<file path="src/design/irr_pkg.sv">
package irr_pkg;

    // Register indices; the byte address on the bus is four times the index.
    localparam logic [15:0] IRR_IDX_CTRL   = 16'h7f96;  // Run, format and base clock.
    localparam logic [15:0] IRR_IDX_STATUS = 16'h7f97;  // Sticky event flags.
    localparam logic [15:0] IRR_IDX_SHIFT  = 16'h7f98;  // Receive shift register.
    localparam logic [15:0] IRR_IDX_DATA   = 16'h7f99;  // Receive data register.
    localparam logic [15:0] IRR_IDX_CNTPR  = 16'h7f9a;  // Bit counter and prescale select.
    localparam logic [15:0] IRR_IDX_GUIDE  = 16'h7f9b;  // Guide width register.
    localparam logic [15:0] IRR_IDX_DATA0  = 16'h7f9c;  // Data-0 width register.
    localparam logic [15:0] IRR_IDX_DATA1  = 16'h7f9d;  // Data-1 width register.
    localparam logic [15:0] IRR_IDX_HIGH   = 16'h7f9e;  // Pulse width high bits.

    // Control register fields.
    localparam int IRR_CTRL_RUN     = 0;
    localparam int IRR_CTRL_FMT_LO  = 1;
    localparam int IRR_CTRL_CK_LO   = 4;

    // Status register fields.
    localparam int IRR_ST_END       = 0;
    localparam int IRR_ST_FULL      = 1;
    localparam int IRR_ST_DATA_ERROR_FLAG      = 2;
    localparam int IRR_ST_GOK       = 3;

    // Pulse width high bits fields.
    localparam int IRR_HB_DIR       = 7;
    localparam int IRR_HB_D1H       = 5;
    localparam int IRR_HB_D1L       = 4;
    localparam int IRR_HB_D0H       = 3;
    localparam int IRR_HB_D0L       = 2;
    localparam int IRR_HB_GH        = 1;
    localparam int IRR_HB_GL        = 0;

    // Counter and prescale register fields.
    localparam int IRR_CP_GPR_LO    = 6;
    localparam int IRR_CP_DPR_LO    = 4;
    localparam int IRR_CP_HOLD      = 3;

    // Value after reset and majority counter limit.
    localparam logic [7:0] IRR_RST_REG  = 8'h00;
    localparam logic [5:0] IRR_CNT_MAX  = 6'h3f;

    // Receive formats.
    localparam logic [1:0] IRR_FMT_A = 2'h0;
    localparam logic [1:0] IRR_FMT_B = 2'h1;
    localparam logic [1:0] IRR_FMT_C = 2'h2;

    // Receiver sequence.
    typedef enum logic [1:0] {
        IRR_IDLE,
        IRR_GUIDE,
        IRR_DATA,
        IRR_HOLD
    } irr_state_t;

endpackage

</file>
<file path="src/design/irr_receiver.sv">
`timescale 1ns/100ps
module irr_receiver
    import irr_pkg::*;
#(
    parameter int ADR_W = 18                    // Byte address width on the bus.
) (
    input  wire logic             clk_i,        // System clock, 250 MHz.
    input  wire logic             rst_i,        // Synchronous reset, active high.
    input  wire logic             cyc_i,        // Wishbone cycle.
    input  wire logic             stb_i,        // Wishbone strobe.
    input  wire logic             we_i,         // Wishbone write enable.
    input  wire logic [ADR_W-1:0] adr_i,        // Wishbone byte address.
    input  wire logic [3:0]       sel_i,        // Wishbone byte selects.
    input  wire logic [31:0]      dat_i,        // Wishbone write data.
    output logic      [31:0]      dat_o,        // Wishbone read data.
    output logic                  ack_o,        // Wishbone acknowledge.
    input  wire logic             remote_i      // Demodulated remote input.
);

    // Software visible registers.
    logic [7:0]  ctrl_q;                        // Run, format, base clock select.
    logic [7:0]  high_q;                        // Pulse width high bits.
    logic [7:0]  guide_w_q;                     // Guide width register.
    logic [7:0]  data0_w_q;                     // Data-0 width register.
    logic [7:0]  data1_w_q;                     // Data-1 width register.
    logic [3:0]  presc_sel_q;                   // Guide and data prescale selects.
    logic [7:0]  shift_q;                       // Receive shift register.
    logic [7:0]  rx_data_q;                     // Receive data register.
    logic [2:0]  bit_cnt_q;                     // Received bit counter.
    logic        hold_q;                        // Suspend flag.
    logic        guide_ok_q;                    // Guide accepted flag.
    logic        data_err_q;                    // Data error flag.
    logic        full_q;                        // Byte full flag.
    logic        end_q;                         // End of reception flag.

    // Receiver state.
    irr_state_t  state_q;                       // Sequence state.
    logic [2:0]  sync_q;                        // Two synchroniser stages and one history.
    logic [7:0]  base_q;                        // Base clock divider.
    logic [4:0]  pre_q;                         // Measurement prescaler.
    logic [5:0]  mj_q;                          // Majority counter, width in units.

    // Bus decode.
    logic [15:0] idx;                           // Register index.
    logic        req;                           // New request this cycle.
    logic        wr;                            // Accepted write.
    logic        rd_shift;                      // Accepted read of the shift register.

    // Address bits 1:0 pick a lane and are ignored.
    // Ack masks req, so a held request is taken once.
    // All registers sit in lane 0; writes need sel_i[0].
    assign idx      = 16'(adr_i[ADR_W-1:2]);
    assign req      = cyc_i & stb_i & ~ack_o;
    assign wr       = req & we_i & sel_i[0];
    assign rd_shift = req & ~we_i & (idx == IRR_IDX_SHIFT);

    // Control fields.
    // Format 3 starts nothing; the receiver idles.
    // Each base select step doubles the unit.
    logic        run;
    logic [1:0]  fmt;
    logic [2:0]  ck_sel;
    assign run    = ctrl_q[IRR_CTRL_RUN];
    assign fmt    = ctrl_q[IRR_CTRL_FMT_LO +: 2];
    assign ck_sel = ctrl_q[IRR_CTRL_CK_LO +: 3];


    // A bound is a top bit over a width nibble.
    // Window order is up to software and is not checked;
    // a pulse in two windows decodes as a zero.
    // data-1, data-0 and guide bounds
    logic [4:0]  d1_hi, d1_lo, d0_hi, d0_lo, g_hi, g_lo;
    assign d1_hi = {high_q[IRR_HB_D1H], data1_w_q[7:4]};
    assign d1_lo = {high_q[IRR_HB_D1L], data1_w_q[3:0]};
    assign d0_hi = {high_q[IRR_HB_D0H], data0_w_q[7:4]};
    assign d0_lo = {high_q[IRR_HB_D0L], data0_w_q[3:0]};
    assign g_hi  = {high_q[IRR_HB_GH], guide_w_q[7:4]};
    assign g_lo  = {high_q[IRR_HB_GL], guide_w_q[3:0]};


    // Edges are taken from the second synchroniser stage and the history stage only.
    // Both ends of a width see the same delay,
    // so latency does not bias the width.
    logic        rise, fall;
    assign rise = sync_q[1] & ~sync_q[2];
    assign fall = ~sync_q[1] & sync_q[2];

    // The format A guide is high, so it ends on a fall.
    // format A ends guide and data on falls, B and C on rises
    logic        meas_edge;
    assign meas_edge = (fmt == IRR_FMT_A) ? fall : rise;

    // Width within [lower+1, upper+1) means mj > lower and mj <= upper.
    // The count holds whole units since the last edge,
    // so no adder is needed for the plus one.
    function automatic logic in_win(input logic [5:0] w, input logic [4:0] lo,
                                    input logic [4:0] hi);
        in_win = (w > {1'b0, lo}) && (w <= {1'b0, hi});
    endfunction

    logic        guide_good;
    assign guide_good = in_win(mj_q, g_lo, g_hi);
    logic        is_zero;
    assign is_zero = in_win(mj_q, d0_lo, d0_hi);
    logic        is_one;
    assign is_one = in_win(mj_q, d1_lo, d1_hi);
    logic        overflow;
    assign overflow = (mj_q > {1'b0, d1_hi});


    // The data count starts at the guide's end.
    // guide count while measuring the guide
    logic [1:0]  psel;
    logic [4:0]  pre_last;
    assign psel = (state_q == IRR_GUIDE) ? presc_sel_q[3:2] : presc_sel_q[1:0];
    // codes 0..3 give 4, 8, 16, 32
    assign pre_last = 5'((6'h04 << psel) - 6'h01);


    // Base tick every 2^ck_sel clocks, unit tick after pre_last+1 base ticks.
    // Units are whole base ticks, so widths stay exact
    // at any base clock select.
    logic [7:0]  base_last;
    logic        base_tick, unit_tick;
    assign base_last = 8'((9'h001 << ck_sel) - 9'h001);
    assign base_tick = (base_q == base_last);
    assign unit_tick = base_tick & (pre_q == pre_last);


    // Events of the sequence this cycle.
    // An edge beats an overflow in the same cycle;
    // the pulse is then judged, not taken as the end.
    logic        start_edge;                    // Rise that starts a guide or a C frame.
    logic        guide_done;                    // Guide accepted.
    logic        bit_ok;                        // Valid data bit.
    logic        bit_bad;                       // Out-of-window data pulse.
    logic        rx_end;                        // End of reception.
    logic        restart;                       // Measurement restarts from this edge.
    assign start_edge = (state_q == IRR_IDLE) & rise;
    assign guide_done = (state_q == IRR_GUIDE) & meas_edge & guide_good;
    assign bit_ok     = (state_q == IRR_DATA) & meas_edge & (is_zero | is_one);
    assign bit_bad    = (state_q == IRR_DATA) & meas_edge & ~(is_zero | is_one);
    assign rx_end     = (state_q == IRR_DATA) & ~meas_edge & overflow;
    assign restart    = start_edge | ((state_q == IRR_GUIDE) & meas_edge) | bit_ok;


    // Input synchroniser; the first stage feeds only the second.
    // All stages reset low, the idle level of the
    // line, so no false rise follows reset.
    always_ff @(posedge clk_i) begin
        if (rst_i) begin
            sync_q <= 3'h0;
        end else begin
            sync_q <= {sync_q[1:0], remote_i};
        end
    end


    // Wishbone answer one cycle after the request; unmapped reads return zero.
    // Read data stays put until the next read.
    always_ff @(posedge clk_i) begin
        if (rst_i) begin
            ack_o <= 1'b0;
            dat_o <= 32'h0;
        end else begin
            ack_o <= req;
            if (req && !we_i) begin
                case (idx)
                    IRR_IDX_CTRL:   dat_o <= {24'h0, ctrl_q};
                    IRR_IDX_STATUS: dat_o <= {28'h0, guide_ok_q, data_err_q, full_q, end_q};
                    IRR_IDX_SHIFT:  dat_o <= {24'h0, shift_q};
                    IRR_IDX_DATA:   dat_o <= {24'h0, rx_data_q};
                    IRR_IDX_CNTPR:  dat_o <= {24'h0, presc_sel_q, hold_q, bit_cnt_q};
                    IRR_IDX_GUIDE:  dat_o <= {24'h0, guide_w_q};
                    IRR_IDX_DATA0:  dat_o <= {24'h0, data0_w_q};
                    IRR_IDX_DATA1:  dat_o <= {24'h0, data1_w_q};
                    // Bit 6 is not implemented and reads as zero.
                    IRR_IDX_HIGH:   dat_o <= {24'h0, high_q & 8'hbf};
                    default:        dat_o <= 32'h0;
                endcase
            end
        end
    end


    // Configuration registers written by software.
    // Windows should only change while run is clear;
    // a change mid-frame hits the next compare.
    always_ff @(posedge clk_i) begin
        if (rst_i) begin
            ctrl_q      <= IRR_RST_REG;
            high_q      <= IRR_RST_REG;
            guide_w_q   <= IRR_RST_REG;
            data0_w_q   <= IRR_RST_REG;
            data1_w_q   <= IRR_RST_REG;
            presc_sel_q <= 4'h0;
        end else if (wr) begin
            case (idx)
                IRR_IDX_CTRL:  ctrl_q      <= dat_i[7:0];
                IRR_IDX_HIGH:  high_q      <= dat_i[7:0] & 8'hbf;
                IRR_IDX_GUIDE: guide_w_q   <= dat_i[7:0];
                IRR_IDX_DATA0: data0_w_q   <= dat_i[7:0];
                IRR_IDX_DATA1: data1_w_q   <= dat_i[7:0];
                IRR_IDX_CNTPR: presc_sel_q <= dat_i[7:4];
                default: begin
                end
            endcase
        end
    end


    // Sticky flags: an event in the same cycle as a write-one clear wins.
    // Write one to clear lets software clear one flag
    // with no race against the others.
    logic        clr_st;
    assign clr_st = wr & (idx == IRR_IDX_STATUS);
    always_ff @(posedge clk_i) begin
        if (rst_i) begin
            guide_ok_q <= 1'b0;
            data_err_q <= 1'b0;
            full_q     <= 1'b0;
            end_q      <= 1'b0;
        end else begin
            guide_ok_q <= guide_done | (guide_ok_q & ~(clr_st & dat_i[IRR_ST_GOK]));
            data_err_q <= bit_bad | (data_err_q & ~(clr_st & dat_i[IRR_ST_DATA_ERROR_FLAG]));
            full_q     <= (bit_ok & (bit_cnt_q == 3'h7))
                        | (full_q & ~(clr_st & dat_i[IRR_ST_FULL]));
            end_q      <= rx_end | (end_q & ~(clr_st & dat_i[IRR_ST_END]));
        end
    end


    // Receive sequence; stopping the run returns state and hold to idle; the sticky flags and data register keep their values.
    // Hold keeps the last bits until software reads.
    always_ff @(posedge clk_i) begin
        if (rst_i || !run) begin
            state_q <= IRR_IDLE;
            hold_q  <= 1'b0;
        end else begin
            case (state_q)
                IRR_IDLE: begin
                    // format C goes straight to data
                    // only A and B expect a guide
                    if (rise && fmt == IRR_FMT_C) begin
                        state_q <= IRR_DATA;
                    end else if (rise && (fmt == IRR_FMT_A || fmt == IRR_FMT_B)) begin
                        state_q <= IRR_GUIDE;
                    end
                end
                IRR_GUIDE: begin
                    // A rejected guide simply waits for the next one.
                    if (meas_edge) begin
                        state_q <= guide_good ? IRR_DATA : IRR_IDLE;
                    end
                end
                IRR_DATA: begin
                    // error returns to idle for all formats
                    if (bit_bad) begin
                        state_q <= IRR_IDLE;
                    end else if (rx_end) begin
                        // suspend until shift register is read
                        state_q <= IRR_HOLD;
                        hold_q  <= 1'b1;
                    end
                end
                IRR_HOLD: begin
                    // resume waits for a new rise
                    if (rd_shift) begin
                        state_q <= IRR_IDLE;
                        hold_q  <= 1'b0;
                    end
                end
                default: state_q <= IRR_IDLE;
            endcase
        end
    end


    // Prescaler and majority counter restart at the start rise, at the guide's end and at each valid data bit.
    always_ff @(posedge clk_i) begin
        if (rst_i || !run) begin
            base_q <= 8'h0;
            pre_q  <= 5'h0;
            mj_q   <= 6'h0;
        end else if (restart) begin
            // The edge cycle is the width's first clock;
            // zero here would read each width one short.
            base_q <= (base_last == 8'h0) ? 8'h0 : 8'h01;
            pre_q  <= (base_last == 8'h0) ? 5'h01 : 5'h0;
            mj_q   <= 6'h0;
        end else if (state_q == IRR_IDLE || state_q == IRR_HOLD) begin
            // Nothing is measured while idle or held.
            base_q <= 8'h0;
            pre_q  <= 5'h0;
            mj_q   <= 6'h0;
        end else begin
            base_q <= base_tick ? 8'h0 : base_q + 8'h01;
            if (base_tick) begin
                pre_q <= (pre_q == pre_last) ? 5'h0 : pre_q + 5'h01;
            end
            // Saturates so a long pulse never wraps back into a window.
            if (unit_tick && mj_q != IRR_CNT_MAX) begin
                mj_q <= mj_q + 6'h01;
            end
        end
    end


    // Shift register, bit counter and data register.
    // The counter wraps at eight; after a frame it
    // gives the bits left in the shift register.
    logic [7:0]  shift_next;
    logic        new_bit;
    assign new_bit = is_one & ~is_zero;
    // LSB first enters at the top, MSB first at the bottom
    assign shift_next = high_q[IRR_HB_DIR] ? {shift_q[6:0], new_bit}
                                           : {new_bit, shift_q[7:1]};
    always_ff @(posedge clk_i) begin
        if (rst_i) begin
            shift_q   <= 8'h0;
            bit_cnt_q <= 3'h0;
            rx_data_q <= 8'h0;
        end else if (!run || guide_done || (start_edge && fmt == IRR_FMT_C)) begin
            // clear on first rise in format C
            shift_q   <= 8'h0;
            bit_cnt_q <= 3'h0;
        end else if (bit_ok) begin
            bit_cnt_q <= bit_cnt_q + 3'h1;
            if (bit_cnt_q == 3'h7) begin
                rx_data_q <= shift_next;
                shift_q   <= 8'h0;
            end else begin
                shift_q   <= shift_next;
            end
        end
    end

endmodule

</file>
<file path="config.mk">
export PLATFORM = sky130hd
export DESIGN_NAME = irr_receiver
export DESIGN_NICKNAME = d
export VERILOG_FILES = /design/src/design/irr_pkg.sv /design/src/design/irr_receiver.sv
export SDC_FILE = /design/constraint.sdc
export NUM_CORES = 1
export LEC_CHECK = 0
export BUFFER_PORTS_ARGS = -buffer_cell sky130_fd_sc_hd__buf_2
export CAP_MARGIN = 20
export CORE_UTILIZATION = 58
export DETAILED_ROUTE_END_ITERATION = 10
export PLACE_DENSITY = 0.81
export SLEW_MARGIN = 20
export SYNTH_ARGS = -nofsm -noshare
export SYNTH_HDL_FRONTEND = slang
export SYNTH_SLANG_ARGS = --single-unit
</file>
<file path="constraint.sdc">
create_clock -name clk_i -period 3.8 [get_ports clk_i]
set_input_delay 1.14 -clock clk_i [delete_from_list [all_inputs] [get_ports clk_i]]
set_output_delay 1.14 -clock clk_i [all_outputs]
set_load 0.05 [all_outputs]
</file>
==> metrics.yaml, run 1 <==
cp-end-kind: "flip-flop"
power.total_mw: 1.91
synth_enable_flop_cells: 0
grt_max_degree: 33
final_layout_size_suffix_gt1_frac: 0.118
n_antenna_cell: 0
synthArstFlopShare: 0
fp-row-count: 37
syn_to_final_growth_pct: 6.88
maxSlewViolCount: 0
clkPwrFrac: 0.381
seq_area_frac_synth: 0.325
syn_inst: 723
yosysUniqueCellTypes: 77
power.switching_mw: 0.468
fmax_ghz: 0.315
crit_chain: "nor2_1, nand2_1, ha_1, xor2_1, or4_1, a211oi_2, o31ai_4, or4_1, a21oi_1"
hold-worst-slack_ns: 0.450
ctsResizeCount: 0
drtAntennaViolNets: 0
layoutNonFillerInstCount: 890
cts_setup_buffers: 0
dp_hpwl_mm: 12.7
p_comb_frac: 0.068
cts_made_buffers: 9
yosys.area.top_type_share: 0.325
worstPathMaxFanout: 17
arrival_ns: 3.48
nFillCells: 912
ys_ff_latch: 100
nNetsFinal: 852
synth_xor_area_frac: 0.0156
final.setup.tns_ns: 0
via_per_inst: 6.34
grt_pass1_wl_mm: 26.8
yosysWarnings: 0
rrSetupSlack_ns: 0.62
power_frac_seq: 0.551
synth_area_leader_cell: "dfxtp_1"
avgSynthCellArea_um2: 8.53
vias: 5642
slew_headroom: 0.337
cts_tree: "built"
cts_buffer_depth: 2
die_h_um: 105
drt_iter0_drc: 647
ys_top_cells_by_area: "dfxtp_1 (32%), ha_1 (8.5%), mux2i_1 (6.3%)"
min_period_ns: 3.18
slowest_delay_ns: 0.58
slowest_stage: "dfxtp_1"
cap_violations: 0
clk_latency_ns: 0.38
setup_viol: 0
wire_per_inst_um: 19.2
synth_ff_type: "dfxtp_1"
clkTransAtPathRegs_ns: 0.09
die_area_um2: 11100
critPathKind: "reg2reg"
place_congestion: 0.930
synthTopCellsByCount: "dfxtp_1 (100), nor2_1 (59), nand2_1 (48)"
cts_hold_buf: 0
p_int_mw: 1.44
globalRouteTotalUtil: 0.314
grt_pass1_vias: 5274
ir_worst_vdd_v: 0.000151
total_leakage_power_nw: 2.49
drt_wl_total_mm: 17.0
drt_pre_antenna_iters: 6
netlist_area_um2: 6170
power.density_nw_per_um2: 289
worst_pin_slew_ns: 0.995
chipWidth_um: 105
hold_violations: 0
drc: 0
io_buffers: 39
cts_sinks: 100
pin_count: 93
synth-compound-area-share: 0.197
critPathRequiredTime_ns: 4.11
dp_cells: 875
start_kind: "flip-flop"
skew_ns: 0.0106
start_util: 0.598
synth-adder-area-share: 0.0852
rsz0062_at_grt: "false"
worst_hold_path_type: "reg2reg"
grt_antenna_before_repair: 0
synth_top_family_by_area: "simple AND/OR/NAND/NOR gates"
overflow: 0
core-area_um2: 10300
muxShareOfSynthArea: 0.0870
synth-simple-area-share: 0.212
crit_top_cell: "or4_1"
synth_most_common_cell: "dfxtp_1"
sw_frac_of_total: 0.245
h-tree-depth: 3
cts_root_buf: "clkbuf_8"
timing.final.crit_share: 0.836
status: "completed"
## cells by family after synthesis
family                     count (synthesis)
and+or+nand+nor                          245
AOI/OAI and AO/OA                        174
DFF                                      100
buffers and inverters                     98
muxes                                     52
adders and majority gates                 42
xor gates and xnor gates                  11
other                                      1
## per-stage QoR
step / utilization / setup slack, ns / cell area (um2)
after floorplan: - / 0.921 / 6250
after CTS: 0.638 / 0.428 / 6580
after detailed placement: 0.618 / 0.330 / 6380
final: 0.639 / 0.622 / 6590
after global routing: 0.639 / 0.408 / 6590
after global placement: 0.618 / 0.488 / 6380
## final timing paths
check,start,end,cells past startpoint
worst max-delay path,ctrl_q[5]$_SDFFE_PP0P_,pre_q[3]$_SDFFE_PP0P_,9
worst max register to register,ctrl_q[5]$_SDFFE_PP0P_,pre_q[3]$_SDFFE_PP0P_,9
worst min-delay path,dat_o[6]$_SDFFE_PP0P_,dat_o[6]$_SDFFE_PP0P_,1
worst min register to register,dat_o[6]$_SDFFE_PP0P_,dat_o[6]$_SDFFE_PP0P_,1
## flip-flops by register name (all words and copies together), names as in the netlist, 2 cells and up
name and count:
base_q 8, ctrl_q 8, dat_o 8, data0_w_q 8
data1_w_q 8, guide_w_q 8, rx_data_q 8, shift_q 8
high_q 7, mj_q 6, pre_q 5, presc_sel_q 4
bit_cnt_q 3, sync_q 3, state_q 2
## worst max-delay path, delay by kind of cell, from the launching register on
kind                       cells  cell delay, ns
and+or+nand+nor                4            1.24
AOI/OAI and AO/OA              3            0.77
DFF                            1            0.58
adders and majority gates      1            0.36
xor gates and xnor gates       1            0.14
## area by class of cell
| cell class | count | area (um2) | area share |
|---|---|---|---|
| flip-flops and latches | 100 | 2000 | 0.304 |
| well taps | 136 | 170 | 0.0258 |
| clock inverters | 5 | 77.6 | 0.0118 |
| repair buffers | 52 | 293 | 0.0444 |
| inverters | 39 | 146 | 0.0222 |
| multi-input cells | 548 | 3780 | 0.573 |
| clock buffers | 10 | 128 | 0.0194 |
## power by group through the flow
stage	registers (mW)	clock network (mW)	logic [mW]
detailed placement	1.07	0	0.126
global placement	1.07	0	0.125
finish	1.05	0.727	0.130
global route	1.05	0.772	0.134
CTS	1.05	0.730	0.126
floorplan	1.08	0	0.103
## placed cells by master, fill, tap and decap left out, types with 5 or more instances in the layout
master and count:
nand3_1 40, a221oi_1 9, a22o_1 5, and3_1 9
dfxtp_1 100, xor2_1 6, a21oi_1 46, ha_1 42
a31oi_1 7, nor2_1 59, nand2_1 48, xnor2_1 5
nor2b_1 24, clkbuf_8 9, buf_4 13, mux2i_1 39
inv_1 39, nand2b_1 9, nand4_1 5, mux2_2 13
or4_1 15, a22oi_1 13, buf_2 39, o21ai_0 31
a211o_1 5, conb_1 24, a211oi_1 5, o31ai_1 5
## layer usage
layer | wire, um | GRT usage | vias up
li1 | - | - | 2654
met1 | 7330 | 0.422 | 2658
met4 | 582 | 0.144 | 0
met2 | 7690 | 0.499 | 282
met3 | 1440 | 0.0455 | 48
met5 | 0 | 0 | -
Power figures use the tool's default switching activity.
==> run 2: changes to the inputs <==
ABC_AREA = 1   (was not set)
clock period = 3 ns   (was 3.8 ns; I/O delays follow)
==> run 2 against run 1 <==
Flip-flop and latch count unchanged. Combinational power increased by 25%. First-iteration DRC count down 36%. Via count is 5.3% higher. Non-clock buffer count shrank 6. Cell count up 22%. Setup slack worse by 0.033 ns. Largest power group unchanged. Highest routed layer unchanged.
==> metrics.yaml, run 2 <==
status: "completed"
wire_per_inst_um: 14.3
p_comb_frac: 0.067
sw_frac_of_total: 0.266
nNetsFinal: 1043
ys_ff_latch: 100
die_area_um2: 11300
rr_startpoint: "mj_q[3]$_SDFFE_PP0P_"
drc: 0
yosysUniqueCellTypes: 45
cts_sinks: 100
setup_viol: 0
hold_violations: 0
slowest_stage: "dfxtp_1"
grt_pass1_wl_mm: 25.6
globalRouteTotalUtil: 0.289
critPathRequiredTime_ns: 3.27
place_congestion: 0.902
clkTransAtPathRegs_ns: 0.10
critPathKind: "reg2reg"
worstPathMaxFanout: 10
fp-row-count: 37
synth_most_common_cell: "nand2_1"
power.switching_mw: 0.644
seq_area_frac_synth: 0.318
p_int_mw: 1.78
final.setup.tns_ns: 0
vias: 5939
cap_violations: 0
power.density_nw_per_um2: 358
grt_pass1_vias: 5439
h-tree-depth: 3
cts_root_buf: "clkbuf_8"
arrival_ns: 2.68
netlist_area_um2: 6300
synth_ff_type: "dfxtp_1"
power.total_mw: 2.42
cts_hold_buf: 0
slowest_delay_ns: 0.59
crit_top_cell: "nand2_1"
skew_ns: 0.0118
dp_hpwl_mm: 11.5
cts_tree: "built"
grt_max_degree: 52
final_layout_size_suffix_gt1_frac: 0.134
layoutNonFillerInstCount: 1082
cp-end-kind: "flip-flop"
ctsResizeCount: 0
fin_ws_ns: 0.590
drt_wl_total_mm: 15.5
worst_hold_path_type: "reg2reg"
clkPwrFrac: 0.384
dp_cells: 1066
synth_area_leader_cell: "dfxtp_1"
rsz0062_at_grt: "false"
place_ws_ns: 0.477
via_per_inst: 5.49
drt_iter0_drc: 413
min_from: "sync_q[0]$_SDFF_PP0_"
cts_buffer_depth: 2
synth_enable_flop_cells: 0
core-area_um2: 10400
yosys.area.top_type_share: 0.318
fmax_ghz: 0.415
worst_pin_slew_ns: 0.589
ir_worst_vdd_v: 0.000535
timing.final.crit_share: 0.803
chipWidth_um: 106
cts_made_buffers: 9
drt_pre_antenna_iters: 6
grt_antenna_before_repair: 0
n_antenna_cell: 0
syn_to_final_growth_pct: 7.39
total_leakage_power_nw: 2.82
synthTopCellsByCount: "nand2_1 (163), inv_1 (114), dfxtp_1 (100)"
clk_latency_ns: 0.38
layout_commonest_cell: "nand2_1"
avgSynthCellArea_um2: 6.98
crit_start: "mj_q[3]$_SDFFE_PP0P_"
start_kind: "flip-flop"
yosysWarnings: 0
power_frac_seq: 0.549
cts_setup_buffers: 0
io_buffers: 39
pin_count: 93
start_util: 0.605
min_period_ns: 2.41
final_cell_mix: "nand2_1 (163), inv_1 (114), dfxtp_1 (100)"
die_h_um: 106
overflow: 0
slew_headroom: 0.605
crit_chain: "ha_1, nand2_1, inv_1, o21ai_0, nand3_1, nand2_1, inv_1, nand3_1, nand2_1, inv_2, nand3_2, o21ai_1, nor2_1"
maxSlewViolCount: 0
drtAntennaViolNets: 0
syn_inst: 903
synthArstFlopShare: 0
ys_top_cells_by_area: "dfxtp_1 (32%), nand2_1 (9.7%), ha_1 (8.3%)"
nFillCells: 965
-- run 2: changes by cell type in the layout (fill, tap and decap cells not counted), moves of 25 or more --
cell	change
mux2i_1	-39
a21oi_1	+36
inv_1	+75
nor2_1	+26
o21ai_0	+34
o21ai_1	+25
nand2_1	+115
-- run 2: cell families (layout without fill, tap and decap cells) --
logic type                 after synthesis  after routing  share of synthesized area
other                                    1             24                   0.000595
buffers and inverters                  169            189                      0.119
xor gates and xnor gates                10             10                     0.0139
DFF                                    100            100                      0.318
and+or+nand+nor                        390            390                      0.308
AOI/OAI and AO/OA                      191            191                      0.157
adders and majority gates               42             42                     0.0834
-- run 2: critical path: cells and delay by family, from the launching register on --
kind | cells | cell delay (ns)
compound gates | 2 | 0.39
simple gates | 7 | 0.78
flops | 1 | 0.59
fa+ha+maj | 1 | 0.33
buf+inv | 3 | 0.21
-- run 2: final cells by class --
class                           instances  area (um2)  share of cell area
Clock buffer                           11         141              0.0209
Clock inverter                          5        71.3              0.0105
Inverter                              127         485              0.0717
Multi-Input combinational cell        657        3640               0.537
Sequential cell                       100        2000               0.296
Tap cell                              136         170              0.0251
Timing Repair Buffer                   46         260              0.0385
-- run 2: stage by stage --
stage / util / cell area, um2 / hold slack (ns)
after global placement: 0.629 / 6550 / 0.390
after detailed placement: 0.629 / 6550 / 0.398
after floorplan: - / 6390 / 0.388
after CTS: 0.650 / 6770 / 0.413
after global routing: 0.650 / 6770 / 0.442
final: 0.650 / 6770 / 0.414
-- run 2: path summary, 6_finish.rpt --
kind	to	slack, ns	depth (start not counted)
min reg2reg	sync_q[1]$_SDFF_PP0_	0.41	2
min	sync_q[1]$_SDFF_PP0_	0.41	2
max	rx_data_q[2]$_SDFFE_PP0P_	0.59	13
max reg2reg	rx_data_q[2]$_SDFFE_PP0P_	0.59	13
-- run 2: metal layers --
layer | wire, um | vias up | global-route usage
li1 | - | 2996 | -
met1 | 6820 | 2671 | 0.375
met2 | 7060 | 236 | 0.476
met3 | 1160 | 36 | 0.0509
met4 | 459 | 0 | 0.113
met5 | 0 | - | 0
-- run 2: power groups by stage --
stage / logic, mW / registers, mW / clock network (mW)
floorplan: 0.139 / 1.36 / 0
global placement: 0.157 / 1.36 / 0
detailed placement: 0.159 / 1.36 / 0
CTS: 0.159 / 1.33 / 0.937
global route: 0.172 / 1.33 / 0.991
finish: 0.162 / 1.33 / 0.930
